File: src/vian_defs.svh
`ifndef VIAN_DEFS_SVH
`define VIAN_DEFS_SVH

// ****************************************************************
// Register map, one aligned 32-bit word each.
// ****************************************************************
`define VIAN_OFF_CTRL 8'h00
`define VIAN_OFF_ENABLE 8'h04
`define VIAN_OFF_PEND 8'h08
`define VIAN_OFF_STATUS 8'h0C
`define VIAN_CTRL_GIE_BIT 0
`define VIAN_CTRL_RESET 32'h0000_0000
`define VIAN_ENABLE_RESET 16'h0000
`define VIAN_STATUS_STATE_LSB 8

// ****************************************************************
// Source layout: bit i of the source vector selects vector E0 + 2*i.
// ****************************************************************
`define VIAN_NSRC 16
`define VIAN_TRAP_BIT 15
`define VIAN_EN_MASK 16'h3E3E

// ****************************************************************
// Core constants.
// ****************************************************************
`define VIAN_TRAP_OPCODE 8'h00
`define VIAN_ACK_PC 15'h00FF
`define VIAN_POP_PC 15'h7FFF
`define VIAN_STACK_LIMIT 8'h6F
`define VIAN_VEC_BASE 8'hE0
`define VIAN_BLOCK_LAST 8'hFF
`define VIAN_ACK_CYCLES 7

// ****************************************************************
// AXI responses.
// ****************************************************************
`define VIAN_RESP_OKAY 2'h0
`define VIAN_RESP_SLVERR 2'h2

`endif

File: src/vian_pkg.sv
package vian_pkg;

  typedef enum logic [3:0] {
    VIAN_S_IDLE = 4'h1,
    VIAN_S_ACK = 4'h2,
    VIAN_S_FHI = 4'h4,
    VIAN_S_FLO = 4'h8
  } vian_state_t;

  // Merges a bus write into an old word under the byte strobes.
  function automatic logic [31:0] vian_wmerge(input logic [31:0] old_w,
                                              input logic [31:0] new_w,
                                              input logic [3:0] strb);
    logic [31:0] res;
    res = old_w;
    for (int i = 0; i < 4; i++) begin
      if (strb[i]) begin
        res[i*8 +: 8] = new_w[i*8 +: 8];
      end
    end
    return res;
  endfunction

endpackage

File: src/vian_rank.sv
`timescale 1ns/10ps
`default_nettype none

`include "vian_defs.svh"

module vian_rank
  import vian_pkg::*;
#(
  parameter int NSRC = 16
) (
  input wire logic [NSRC-1:0] active,
  output logic [7:0] offset
);

  // ****************************************************************
  // The offset arithmetic only covers sixteen even slots.
  // ****************************************************************
  if (NSRC != `VIAN_NSRC) begin : g_bad_nsrc
    $error("vian_rank supports exactly sixteen sources");
  end

  // Highest set index wins; an empty vector falls to the default slot.
  function automatic logic [7:0] rank_off(input logic [NSRC-1:0] act);
    logic [7:0] res;
    res = `VIAN_VEC_BASE;
    for (int i = 1; i < NSRC; i++) begin
      if (act[i]) begin
        res = 8'(`VIAN_VEC_BASE + 8'(2 * i));
      end
    end
    return res;
  endfunction

  always_comb begin
    offset = rank_off(active);
  end

endmodule

`default_nettype wire

File: src/vian_arbiter.sv
`timescale 1ns/10ps
`default_nettype none

`include "vian_defs.svh"

module vian_arbiter
  import vian_pkg::*;
#(
  parameter int ACK_CYCLES = `VIAN_ACK_CYCLES
) (
  input wire logic mclk,
  input wire logic rst,
  input wire logic [7:0] s_axi_awaddr,
  input wire logic s_axi_awvalid,
  output logic s_axi_awready,
  input wire logic [31:0] s_axi_wdata,
  input wire logic [3:0] s_axi_wstrb,
  input wire logic s_axi_wvalid,
  output logic s_axi_wready,
  output logic [1:0] s_axi_bresp,
  output logic s_axi_bvalid,
  input wire logic s_axi_bready,
  input wire logic [7:0] s_axi_araddr,
  input wire logic s_axi_arvalid,
  output logic s_axi_arready,
  output logic [31:0] s_axi_rdata,
  output logic [1:0] s_axi_rresp,
  output logic s_axi_rvalid,
  input wire logic s_axi_rready,
  input wire logic icyc,
  input wire logic insn_start,
  input wire logic [14:0] next_addr,
  input wire logic ir_load,
  input wire logic [7:0] ir_opcode,
  input wire logic [14:0] ir_addr,
  input wire logic vis_exec,
  input wire logic [14:0] vis_addr,
  input wire logic clear_trap_pending_instruction_exec,
  input wire logic return_from_irq_exec,
  input wire logic [14:0] stack_pop_addr,
  input wire logic [7:0] stack_sp,
  input wire logic [15:0] src_pend,
  output logic pm_rd_req,
  output logic [14:0] pm_rd_addr,
  input wire logic [7:0] pm_rd_data,
  input wire logic pm_rd_valid,
  output logic pc_load,
  output logic [14:0] pc_load_val,
  output logic push_req,
  output logic [14:0] push_addr,
  output logic irq_ack,
  output logic gie_out,
  output logic busy
);

  // ****************************************************************
  // Elaboration checks.
  // ****************************************************************
  if (ACK_CYCLES < 1 || ACK_CYCLES > 15) begin : g_bad_ack
    $error("ACK_CYCLES must lie between 1 and 15");
  end

  localparam logic [3:0] ACK_LAST = 4'(ACK_CYCLES - 1);

  // ****************************************************************
  // Declarations.
  // ****************************************************************
  vian_state_t state_ff;
  logic [3:0] ack_cnt_ff;
  logic trap_pend_ff;
  logic trap_req_ff;
  logic [14:0] trap_addr_ff;
  logic gie_ff;
  logic [15:0] en_ff;
  logic [14:0] vec_addr_ff;
  logic [7:0] vec_hi_ff;
  logic [7:0] last_off_ff;
  logic [7:0] rank_off;
  logic [15:0] mask_active;
  logic [15:0] arb_active;
  logic [6:0] tbl_block;
  logic trap_event;
  logic take_mask;
  logic idle;
  logic start_trap;
  logic start_return_from_irq;
  logic start_vis;
  logic start_mask;
  logic [7:0] aw_addr_ff;
  logic aw_got_ff;
  logic [31:0] w_data_ff;
  logic [3:0] w_strb_ff;
  logic w_got_ff;
  logic aw_hs;
  logic w_hs;
  logic ar_hs;
  logic wr_do;
  logic wr_ctrl;
  logic wr_en;
  logic wr_known;
  logic [31:0] nxt_rdata;
  logic [1:0] nxt_rresp;

  // ****************************************************************
  // Source qualification and ranking.
  // ****************************************************************
  assign trap_event = ir_load && (ir_opcode == `VIAN_TRAP_OPCODE);
  assign mask_active = src_pend & en_ff & `VIAN_EN_MASK;
  // The trap flag fences off every maskable source; clearing it reopens.
  assign take_mask = insn_start && gie_ff && !trap_pend_ff &&
                     (|mask_active);
  assign arb_active = {trap_pend_ff, mask_active[14:0]};
  assign tbl_block = (vis_addr[7:0] == `VIAN_BLOCK_LAST) ?
                     7'(vis_addr[14:8] + 7'h01) : vis_addr[14:8];

  assign idle = (state_ff == VIAN_S_IDLE);
  assign start_trap = idle && trap_req_ff;
  assign start_return_from_irq = idle && !trap_req_ff && return_from_irq_exec;
  assign start_vis = idle && !trap_req_ff && !return_from_irq_exec && vis_exec;
  assign start_mask = idle && !trap_req_ff && !return_from_irq_exec && !vis_exec &&
                      take_mask;

  vian_rank #(
    .NSRC(`VIAN_NSRC)
  ) u_rank (
    .active(arb_active),
    .offset(rank_off)
  );

  // ****************************************************************
  // Trap pending flag, internal only.
  // ****************************************************************
  // A trap arriving in the same cycle as the clear keeps the flag set.
  always_ff @(posedge mclk) begin
    if (rst) begin
      trap_pend_ff <= 1'b0;
    end else if (trap_event) begin
      trap_pend_ff <= 1'b1;
    end else if (clear_trap_pending_instruction_exec) begin
      trap_pend_ff <= 1'b0;
    end
  end

  always_ff @(posedge mclk) begin
    if (rst) begin
      trap_req_ff <= 1'b0;
      trap_addr_ff <= 15'h0000;
    end else if (trap_event) begin
      trap_req_ff <= 1'b1;
      trap_addr_ff <= ir_addr;
    end else if (start_trap) begin
      trap_req_ff <= 1'b0;
    end
  end

  // ****************************************************************
  // Global interrupt enable.
  // ****************************************************************
  // A trap entry is deliberately absent here, so the enable survives it.
  always_ff @(posedge mclk) begin
    if (rst) begin
      gie_ff <= 1'b0;
    end else if (start_mask) begin
      gie_ff <= 1'b0;
    end else if (start_return_from_irq) begin
      gie_ff <= 1'b1;
    end else if (wr_ctrl && w_strb_ff[0]) begin
      gie_ff <= w_data_ff[`VIAN_CTRL_GIE_BIT];
    end
  end

  always_ff @(posedge mclk) begin
    if (rst) begin
      en_ff <= `VIAN_ENABLE_RESET;
    end else if (wr_en) begin
      en_ff <= 16'(vian_wmerge({16'h0000, en_ff}, w_data_ff,
                               w_strb_ff)) & `VIAN_EN_MASK;
    end
  end

  // ****************************************************************
  // Sequencer: acknowledge, return and vector dispatch.
  // ****************************************************************
  always_ff @(posedge mclk) begin
    if (rst) begin
      state_ff <= VIAN_S_IDLE;
      ack_cnt_ff <= 4'h0;
      pc_load <= 1'b0;
      pc_load_val <= 15'h0000;
      push_req <= 1'b0;
      push_addr <= 15'h0000;
      irq_ack <= 1'b0;
      pm_rd_req <= 1'b0;
      pm_rd_addr <= 15'h0000;
      vec_addr_ff <= 15'h0000;
      vec_hi_ff <= 8'h00;
      last_off_ff <= 8'h00;
    end else begin
      pc_load <= 1'b0;
      push_req <= 1'b0;
      irq_ack <= 1'b0;
      unique case (state_ff)
        VIAN_S_IDLE: begin
          ack_cnt_ff <= 4'h0;
          if (start_trap) begin
            push_req <= 1'b1;
            push_addr <= trap_addr_ff;
            irq_ack <= 1'b1;
            state_ff <= VIAN_S_ACK;
          end else if (start_return_from_irq) begin
            pc_load <= 1'b1;
            if (stack_sp > `VIAN_STACK_LIMIT) begin
              pc_load_val <= `VIAN_POP_PC;
            end else begin
              pc_load_val <= stack_pop_addr;
            end
          end else if (start_vis) begin
            last_off_ff <= rank_off;
            vec_addr_ff <= {tbl_block, rank_off};
            pc_load <= 1'b1;
            pc_load_val <= {tbl_block, rank_off};
            pm_rd_req <= 1'b1;
            pm_rd_addr <= {tbl_block, rank_off};
            state_ff <= VIAN_S_FHI;
          end else if (start_mask) begin
            push_req <= 1'b1;
            push_addr <= next_addr;
            irq_ack <= 1'b1;
            state_ff <= VIAN_S_ACK;
          end
        end
        VIAN_S_ACK: begin
          if (icyc) begin
            if (ack_cnt_ff == ACK_LAST) begin
              pc_load <= 1'b1;
              pc_load_val <= `VIAN_ACK_PC;
              state_ff <= VIAN_S_IDLE;
            end else begin
              ack_cnt_ff <= 4'(ack_cnt_ff + 4'h1);
            end
          end
        end
        VIAN_S_FHI: begin
          if (pm_rd_valid) begin
            vec_hi_ff <= pm_rd_data;
            pm_rd_addr <= {vec_addr_ff[14:1], 1'b1};
            state_ff <= VIAN_S_FLO;
          end
        end
        VIAN_S_FLO: begin
          if (pm_rd_valid) begin
            pm_rd_req <= 1'b0;
            pc_load <= 1'b1;
            pc_load_val <= {vec_hi_ff[6:0], pm_rd_data};
            state_ff <= VIAN_S_IDLE;
          end
        end
      endcase
    end
  end

  assign gie_out = gie_ff;
  assign busy = !idle;

  // ****************************************************************
  // AXI4-Lite write path.
  // ****************************************************************
  assign aw_hs = s_axi_awvalid && s_axi_awready;
  assign w_hs = s_axi_wvalid && s_axi_wready;
  assign wr_do = aw_got_ff && w_got_ff && !s_axi_bvalid;
  assign wr_ctrl = wr_do && (aw_addr_ff == `VIAN_OFF_CTRL);
  assign wr_en = wr_do && (aw_addr_ff == `VIAN_OFF_ENABLE);
  assign wr_known = (aw_addr_ff == `VIAN_OFF_CTRL) ||
                    (aw_addr_ff == `VIAN_OFF_ENABLE) ||
                    (aw_addr_ff == `VIAN_OFF_PEND) ||
                    (aw_addr_ff == `VIAN_OFF_STATUS);

  always_ff @(posedge mclk) begin
    if (rst) begin
      s_axi_awready <= 1'b0;
      aw_got_ff <= 1'b0;
      aw_addr_ff <= 8'h00;
    end else begin
      s_axi_awready <= !aw_got_ff && !aw_hs && !s_axi_bvalid;
      if (aw_hs) begin
        aw_got_ff <= 1'b1;
        aw_addr_ff <= {s_axi_awaddr[7:2], 2'b00};
      end else if (wr_do) begin
        aw_got_ff <= 1'b0;
      end
    end
  end

  always_ff @(posedge mclk) begin
    if (rst) begin
      s_axi_wready <= 1'b0;
      w_got_ff <= 1'b0;
      w_data_ff <= 32'h0000_0000;
      w_strb_ff <= 4'h0;
    end else begin
      s_axi_wready <= !w_got_ff && !w_hs && !s_axi_bvalid;
      if (w_hs) begin
        w_got_ff <= 1'b1;
        w_data_ff <= s_axi_wdata;
        w_strb_ff <= s_axi_wstrb;
      end else if (wr_do) begin
        w_got_ff <= 1'b0;
      end
    end
  end

  always_ff @(posedge mclk) begin
    if (rst) begin
      s_axi_bvalid <= 1'b0;
      s_axi_bresp <= `VIAN_RESP_OKAY;
    end else if (wr_do) begin
      s_axi_bvalid <= 1'b1;
      s_axi_bresp <= wr_known ? `VIAN_RESP_OKAY : `VIAN_RESP_SLVERR;
    end else if (s_axi_bready) begin
      s_axi_bvalid <= 1'b0;
    end
  end

  // ****************************************************************
  // AXI4-Lite read path.
  // ****************************************************************
  assign ar_hs = s_axi_arvalid && s_axi_arready;

  // The trap flag is left out of every word on purpose.
  always_comb begin
    nxt_rdata = 32'h0000_0000;
    nxt_rresp = `VIAN_RESP_OKAY;
    unique case ({s_axi_araddr[7:2], 2'b00})
      `VIAN_OFF_CTRL: nxt_rdata[`VIAN_CTRL_GIE_BIT] = gie_ff;
      `VIAN_OFF_ENABLE: nxt_rdata[15:0] = en_ff;
      `VIAN_OFF_PEND: nxt_rdata[15:0] = src_pend & `VIAN_EN_MASK;
      `VIAN_OFF_STATUS: begin
        nxt_rdata[7:0] = last_off_ff;
        nxt_rdata[`VIAN_STATUS_STATE_LSB +: 4] = state_ff;
      end
      default: nxt_rresp = `VIAN_RESP_SLVERR;
    endcase
  end

  always_ff @(posedge mclk) begin
    if (rst) begin
      s_axi_arready <= 1'b0;
      s_axi_rvalid <= 1'b0;
      s_axi_rdata <= 32'h0000_0000;
      s_axi_rresp <= `VIAN_RESP_OKAY;
    end else begin
      s_axi_arready <= !ar_hs && !s_axi_rvalid;
      if (ar_hs) begin
        s_axi_rvalid <= 1'b1;
        s_axi_rdata <= nxt_rdata;
        s_axi_rresp <= nxt_rresp;
      end else if (s_axi_rready) begin
        s_axi_rvalid <= 1'b0;
      end
    end
  end

endmodule

`default_nettype wire

File: config.mk
export PLATFORM = sky130hd
export DESIGN_NAME = vian_arbiter
export DESIGN_NICKNAME = d
export VERILOG_FILES = /design/src/vian_pkg.sv /design/src/vian_rank.sv /design/src/vian_arbiter.sv
export VERILOG_INCLUDE_DIRS = /design/src
export SDC_FILE = /design/constraint.sdc
export NUM_CORES = 1
export LEC_CHECK = 0
export BUFFER_PORTS_ARGS = -buffer_cell sky130_fd_sc_hd__buf_2
export CORE_UTILIZATION = 50
export CTS_CLUSTER_SIZE = 16
export DETAILED_ROUTE_END_ITERATION = 6
export GPL_ROUTABILITY_DRIVEN = 0
export PLACE_DENSITY_LB_ADDON = 0.2
export SYNTH_ARGS = -nofsm -noshare
export SYNTH_HDL_FRONTEND = slang
export SYNTH_HIERARCHICAL = 1
export SYNTH_SLANG_ARGS = --single-unit
File: constraint.sdc
create_clock -name mclk -period 3.9 [get_ports mclk]
set_input_delay 0.78 -clock mclk [delete_from_list [all_inputs] [get_ports mclk]]
set_output_delay 0.78 -clock mclk [all_outputs]
set_load 0.01 [all_outputs]
# Word level (Yosys, flattened, before mapping)
# Index checks and enable logic that the tools add are counted.
word_totals:
  elab_cells: 204
  out_inout_bits: 92
  inputBits: 166
  regBits: 163
op_classes:
  magnitude_cmp: 1
  n_mux: 74
  eq_ne: 25
  n_bitwise: 4
  reduce_logical: 68
  addsub: 2
op_table:
  columns: ["op", "count"]
  rows:
  - ["$mux 15", 14]
  - ["$mux 4", 12]
  - ["$pmux 15 s3", 1]
  - ["$pmux 11 s3", 1]
  - ["$mux 5", 6]
  - ["$pmux 15 s2", 1]
  - ["$mux 1", 27]
  - ["$eq 6x2->1 const B", 4]
  - ["$logic_and 1x1->1", 24]
  - ["$reduce_bool 2->1", 11]
  - ["$ne 2x2->1 const B", 9]
  - ["$logic_not 8->1", 2]
  - ["$pmux 4 s4", 1]
  - ["$and 14x14->14", 1]
  - ["$eq 6x1->1 const B", 2]
  - ["$logic_not 1->1", 12]
  - ["$reduce_and 6->1", 2]
  - ["$reduce_and 5->1", 2]
  - ["$reduce_or 10->1", 1]
  - ["$eq 4x3->1 const B", 2]
  - ["$eq 8x8->1 const B", 1]
  - ["$gt 8x7->1 const B", 1]
  - ["$pmux 4 s2", 1]
  - ["$reduce_and 4->1", 2]
  - ["23 further kinds", 34]

# Logic depth before layout (Yosys ltp)
# Gate-level depths: netlist (run 1).
logic_depth:
  depth_word: 16
  ltp_mapped: 9
  depth_no_buf: 7

# Hierarchy
# The synthesis (run 1) kept the hierarchy.
by_module_without_submodules:
  columns: ["module", "instances", "area_per_inst_um2", "cells_per_inst", "seq_area_each_um2"]
  rows:
  - ["vian_arbiter", 1, 6746.5, 769, 2962.8]
  - ["vian_rank", 1, 178.9, 31, 0.0]

# Least setup slack after synthesis (run 1)
# No wires, ideal clock.
synth_timing:
  kind: "input port to flip-flop"
  start: "input port src_pend[12]"
  end: "register push_addr[1]"
  path_buffers: 1
  setup_ps: 91
  arrival_time_ps: 2274
  path_slack_ps: 1535
  stages: 6
  required_time_ps: 3809
  cell_sequence: "and2_1 or4_1 o211ai_1 buf_2 a21oi_1 a311oi_1"
synth_between:
  elab_chain_cells: 6
synth_lines:
  columns: ["element", "line", "rtl"]
  rows:
  - ["start, declared", "vian_arbiter.sv:42", "input wire logic [15:0] src_pend,"]
  - ["$and 14x14->14", "vian_arbiter.sv:108", "assign mask_active = src_pend & en_ff & `VIAN_EN_MASK;"]
  - ["$reduce_or 10->1", "vian_arbiter.sv:111", "(|mask_active);"]
  - ["$logic_and 1x1->1", "vian_arbiter.sv:110", "assign take_mask = insn_start && gie_ff && !trap_pend_ff &&"]
  - ["$logic_and 1x1->1", "vian_arbiter.sv:120", "assign start_mask = idle && !trap_req_ff && !return_from_irq_exec && !vis_exec &&"]
  - ["$reduce_bool 2->1 (no line)", null, null]
  - ["$reduce_and 4->1 (no line)", null, null]
  - ["end signal, assigned", "vian_arbiter.sv:207", "push_addr <= trap_addr_ff;"]
  - ["end signal, assigned", "vian_arbiter.sv:227", "push_addr <= next_addr;"]
  - ["end, declared", "vian_arbiter.sv:50", "output logic [14:0] push_addr,"]
# No other way between the ends.
# A chain may end at the register's enable or synchronous reset.

# Worst setup path in the final report (run 1)
layout_timing:
  start: "register state_ff[1]"
  end: "register pc_load_val[8]"
layout_between:
  elab_chain_cells: 6
  elab_cells_between_ends: 18
  classes_between: "eq/ne: 8; mux: 3; reduce/logical: 7"
layout_lines:
  columns: ["element", "line", "rtl"]
  rows:
  - ["start, declared", "vian_arbiter.sv:68", "vian_state_t state_ff;"]
  - ["start signal, assigned", "vian_arbiter.sv:186", "state_ff <= VIAN_S_IDLE;"]
  - ["start signal, assigned", "vian_arbiter.sv:209", "state_ff <= VIAN_S_ACK;"]
  - ["start signal, assigned", "vian_arbiter.sv:224", "state_ff <= VIAN_S_FHI;"]
  - ["$eq 4x1->1", "vian_arbiter.sv:116, vian_arbiter.sv:202", null]
  - ["$logic_and 1x1->1", "vian_arbiter.sv:118, vian_arbiter.sv:119", null]
  - ["$logic_and 1x1->1, on equally long branches", "vian_arbiter.sv:119, vian_arbiter.sv:118", null]
  - ["$logic_and 1x1->1 / $mux 15 (equally long branches)", "vian_arbiter.sv:119, vian_arbiter.sv:210", null]
  - ["$ne 3x1->1 (no line) / $mux 15 (equally long branches)", null, null]
  - ["$reduce_and 6->1 (no line) / $pmux 15 s3 (equally long branches)", null, null]
  - ["end signal, assigned", "vian_arbiter.sv:213", "pc_load_val <= `VIAN_POP_PC;"]
  - ["end signal, assigned", "vian_arbiter.sv:215", "pc_load_val <= stack_pop_addr;"]
  - ["end signal, assigned", "vian_arbiter.sv:221", "pc_load_val <= {tbl_block, rank_off};"]
  - ["end, declared", "vian_arbiter.sv:48", "output logic [14:0] pc_load_val,"]
# Several ways; a longest one is shown, not always the timed one. The select of a mux whose other input is x is not followed.

==> qor.txt, run 1 <==
Largest net degree at the start of global routing: 63
Post-synthesis register bit count: 148
Final Hold Viols: 0
Synth warn: 6
Clock Sink Count: 148
DRC: 0
RSZ-0062 raised after global routing: no
Die Y: 120 um
Post-synth EDFFs: 0
Relative slew slack: 0.499
CTS clk-pin slew, worst paths: 0.06 ns
Power Density: 447 nW/um2
Final instance area: 8520 um2
Status: complete, no violations
Crit Path Category: flip-flop to flip-flop
CP max FO: 16
Share of cells above drive strength 1: 0.278
Clk_skew: 0.00631 ns
Pre-Repair DR Iteration Count: 5
Tmin final: 2.78 ns
Syn Std Cell Area: 6930 um2
Reg-to-Reg Start: state_ff[1]
R2r endpoint: pc_load_val[8]
Starting density of the core: 0.517
WP data required: 4.16 ns
# resized after CTS: 0
Clk_lat worst skew: 0.42 ns
Drt initial violations: 407
IO Pins: 258
Setup TNS: 0 ns
Overflow after GRT: 0
Max cap viols: 0
Clock Tree Root: clkbuf_16
Cts hold-fix bufs: 0
Clock Tree Buf Depth: 2
Avg WL per Cell: 14.7 um
Antenna violations before repair: 1
Most frequent cells in the layout: buf_2, dfxtp_1, nor2_1
Setup WS post-layout: 1.12 ns
Slew Limit Fails: 0
Total track usage: 0.246
CP arrival: 3.04 ns
H-tree levels: 4
Crit share post-route: 0.712
Post-CTS setup repair buffer count: 0
Port Buffers: 200
Distinct cells, synth: 55
Area Growth Syn to Fin: 23.1%
Reg2Reg Setup Slack: 1.12 ns
Total CTS buffers: 17
Rows: 42
Post-placement cell count: 1138
Post-route insts no fill: 1170
Vias: 6166
DRT antenna net count: 0
Final setup fails: 0
Hold_ws: 0.448 ns
Sequential cell area fraction in the yosys report: 0.428
Reg2reg path depth: 5
Post-synthesis instance total: 800
Worst-Margin Slew: 0.749 ns
CTS tree: done
Maximum vdd drop: 0.000322 V
Dpl hpwl: 12500 um
Synthesized area per cell: 8.66 um2
Die Width: 120 um
Hold_sp: pm_rd_addr[12]
Die ar.: 14300 um2
Drt total wl: 17200 um
Post-synth ARST share: 0
Startpoint Class: flip-flop
Leakage power: 3.73 nW
Sink of the worst hold path: pm_rd_addr[12]
Vias per std cell: 5.27
Vias in the first global route: 5528
Pre-CTS setup slack: 1.18 ns
First-pass GRT wire length: 27500 um
HP Class: flip-flop to flip-flop
Worst Hold Depth: 2
Most common cell after layout, fill and taps aside: buf_2
Crit. End Element: flip-flop
Fin nets: 1150
Core Area: 13400 um2
Area after DPL: 7930 um2
Fmax: 0.360 GHz
Top FF cell, synth: dfxtp_1
cells by family (layout without fill, tap and decap cells):
| logic type | count (synthesis) | count (layout) | synth area share |
|---|---|---|---|
| AOI/OAI and AO/OA | 174 | 174 | 0.177 |
| muxes | 66 | 66 | 0.0999 |
| DFF | 148 | 148 | 0.428 |
| and+or+nand+nor | 293 | 293 | 0.200 |
| other | 3 | 38 | 0.00163 |
| buffers and inverters | 103 | 262 | 0.0750 |
| adders and majority gates | 3 | 3 | 0.00542 |
| xor gates and xnor gates | 10 | 10 | 0.0126 |
how the worst max path moves through the flow:
stage / start / end / slack, ns / cells past startpoint
floorplan: src_pend[12] / push_addr[1] / 1.53 / 6
global placement: src_pend[12] / push_addr[5] / 1.21 / 7
detailed placement: src_pend[12] / push_addr[1] / 1.18 / 7
CTS: state_ff[0] / pc_load_val[8] / 1.19 / 5
global route: state_ff[1] / pc_load_val[8] / 0.91 / 5
finish: state_ff[1] / pc_load_val[8] / 1.12 / 5
cells in the mapped netlist (all sizes together), types with 5 or more instances:
cell type / n / share of area
a311oi: 27 / 0.034
nand2b: 17 / 0.016
o221ai: 14 / 0.018
mux2i: 41 / 0.059
inv: 22 / 0.012
a22oi: 15 / 0.016
o211ai: 10 / 0.012
xor2: 9 / 0.011
clkbuf: 38 / 0.021
nor2: 103 / 0.056
nor2b: 5 / 0.0045
o21ai: 9 / 0.0065
nand2: 89 / 0.048
mux2: 25 / 0.041
a211oi: 10 / 0.014
dfxtp: 148 / 0.43
and2: 12 / 0.011
a22o: 12 / 0.015
buf: 43 / 0.042
nor3: 22 / 0.017
nor4: 6 / 0.0054
a21oi: 65 / 0.048
nand3: 14 / 0.010
critical path, stage by stage, from the launching register on:
cell	delay, ns
dfxtp_1	0.48
nor4b_4	0.54
and3_1	0.61
nand2_1	0.46
o221ai_1	0.38
a311oi_1	0.14
layout make-up:
type / instances / area, um2
timing repair buffer: 209 / 1080
clock inverter: 9 / 129
antenna: 1 / 2.50
sequential: 148 / 2960
clock buffer: 22 / 464
tap: 176 / 220
fill: 1219 / 4880
multi-input combinational: 583 / 3580
inverter: 22 / 82.6
layer usage:
layer  up-vias  track usage  wire (um)
met5         -            0          0
met4         0       0.0992        296
met3        22       0.0566        958
met2       177        0.383       7990
met1      2838        0.328       7990
li1       3129            -          -
power breakdown:
group	leakage [nW]	internal, mW	switching (mW)
Clock	0.286	1.03	0.613
Sequential	1.20	1.59	0.0617
Combinational	2.24	0.211	0.296
Total	3.73	2.84	0.971
flip-flops by register name (all words and copies together) (netlist names), 6 cells and up:
register / count
vec_hi_ff: 7
pc_load_val: 15
push_addr: 15
s_axi_rdata: 14
en_ff: 10
vec_addr_ff: 15
w_data_ff: 11
trap_addr_ff: 15
aw_addr_ff: 6
pm_rd_addr: 15
stage by stage:
step            util  power (mW)
4_1_cts        0.636        3.83
3_5_place_dp   0.592        2.19
3_3_place_gp   0.592        2.19
2_1_floorplan      -        2.02
5_1_grt        0.636        3.97
6_report       0.636        3.81
No activity file was read; power rests on OpenSTA's default activity.
==> run 2: changes to the inputs <==
Settings changed: CORE_UTILIZATION 50 to 45.
Clock period 3.9 ns to 2.52 ns, I/O delays scaled along.
==> qor.txt, run 2 (synthesis gave the netlist of run 1 again) <==
Status: complete, no violations
Reg-to-Reg Start: state_ff[1]
Crit. End Element: flip-flop
Power Density: 678 nW/um2
Clock Sink Count: 148
Die Y: 126 um
Most common cell after layout, fill and taps aside: buf_2
First-pass GRT wire length: 28700 um
Startpoint Class: flip-flop
Die Width: 126 um
Power, Total: 5.87 mW
Final Hold Viols: 0
Final setup fails: 0
Drt initial violations: 444
Slowest CP cell: dfxtp_1
Reg2Reg Setup Slack: 0.32 ns
Post-CTS setup repair buffer count: 0
Die ar.: 15900 um2
Relative slew slack: 0.577
Vias per std cell: 5.21
Total CTS buffers: 17
Fin nets: 1167
HP Class: input port to flip-flop
IO Pins: 258
CP startpoint: state_ff[1]
Hold_ws: 0.293 ns
CTS clk-pin slew, worst paths: 0.06 ns
Overflow after GRT: 0
Tmin final: 2.20 ns
Pre-Repair DR Iteration Count: 4
CTS tree: done
Vias: 6234
Crit-path max cell delay: 0.49 ns
Maximum vdd drop: 0.000506 V
Register area: 2960 um2
Antenna violations before repair: 1
Share of cells above drive strength 1: 0.293
Clk_skew: 0.00657 ns
Slew Limit Fails: 0
Crit path top cell by count: buf_4
FILL cells: 1372
Drt total wl: 18000 um
Leakage power: 3.81 nW
Clk_lat worst skew: 0.42 ns
DRT antenna net count: 0
Footprint of the multi-input gates: 3580 um2
Most frequent cells in the layout: buf_2, dfxtp_1, nor2_1
Worst-Margin Slew: 0.634 ns
Avg WL per Cell: 15.0 um
R2r endpoint: pc_load_val[3]
Dpl hpwl: 13400 um
DRC: 0
Clock Tree Buf Depth: 2
Pre-CTS setup slack: 0.154 ns
CP arrival: 2.51 ns
Setup WS post-layout: 0.322 ns
Starting density of the core: 0.469
Port Buffers: 200
Cts hold-fix bufs: 0
Vias in the first global route: 5656
Largest net degree at the start of global routing: 51
Area Growth Syn to Fin: 25.0%
Crit Path Category: flip-flop to flip-flop
Fmax: 0.455 GHz
Crit share post-route: 0.872
Max cap viols: 0
CP max FO: 22
RSZ-0062 raised after global routing: no
Crit path cell chain: buf_4, nor4b_1, a22oi_1, nand2_1, buf_4, nor2_1, a311oi_1
Total track usage: 0.230
WP data required: 2.84 ns
Rows: 44
H-tree levels: 4
Core Area: 14800 um2
Clock Tree Root: clkbuf_16
Setup TNS: 0 ns
# resized after CTS: 0
Reg2reg path depth: 7
Crit path to: pc_load_val[3]
## run 2: cell count changes in the layout (fill, tap and decap cells not counted), sizes merged
cell | previous run | this run
clkbuf | 22 | 20
inv | 22 | 23
diode | 1 | 2
buf | 209 | 226
clkinv | 4 | 7
bufinv | 3 | 2
## run 2: how the worst min path moves through the flow
stage             startpoint  depth (start not counted)            end  slack [ns]
2_1_floorplan  aw_addr_ff[7]                          2  aw_addr_ff[7]        0.43
3_3_place_gp    s_axi_rvalid                          1  s_axi_arready        0.43
3_5_place_dp    s_axi_rvalid                          1  s_axi_arready        0.44
4_1_cts        s_axi_arvalid                          2  s_axi_arready        0.28
5_1_grt        s_axi_arvalid                          2  s_axi_arready        0.31
6_report       s_axi_arvalid                          2  s_axi_arready        0.29
## run 2: where the power goes
part / total [mW] / switching, mW / leakage [nW] / internal (mW)
Sequential: 2.55 / 0.0813 / 1.20 / 2.47
Clock: 2.48 / 0.974 / 0.286 / 1.51
Combinational: 0.844 / 0.483 / 2.32 / 0.361
Total: 5.87 / 1.54 / 3.81 / 4.34
## run 2: final cells by class
cell class | instances | share of cell area
multi-input combinational | 583 | 0.413
sequential | 148 | 0.342
timing repair buffer | 226 | 0.140
clock buffer | 20 | 0.0527
tap | 184 | 0.0266
clock inverter | 12 | 0.0150
inverter | 22 | 0.00954
antenna | 2 | 0.000578
## run 2: critical path, delay by kind of cell (launching register included)
family / cells / cell delay [ns]
buf+inv: 2 / 0.46
simple gates: 3 / 0.65
flops: 1 / 0.49
compound gates: 2 / 0.49
## run 2: stage by stage
stage	util	area, um2	std cells
after floorplan	-	7050	834
final	0.587	8660	1197
after detailed placement	0.547	8070	1163
after CTS	0.586	8650	1195
after global routing	0.587	8660	1196
after global placement	0.547	8070	1163
## run 2: metal layers
| metal | GRT usage | vias up | part of all wire |
|---|---|---|---|
| met5 | 0 | - | 0 |
| met4 | 0.0936 | 0 | 0.023 |
| met3 | 0.0599 | 34 | 0.052 |
| met2 | 0.355 | 165 | 0.46 |
| met1 | 0.305 | 2856 | 0.47 |
| li1 | - | 3179 | - |
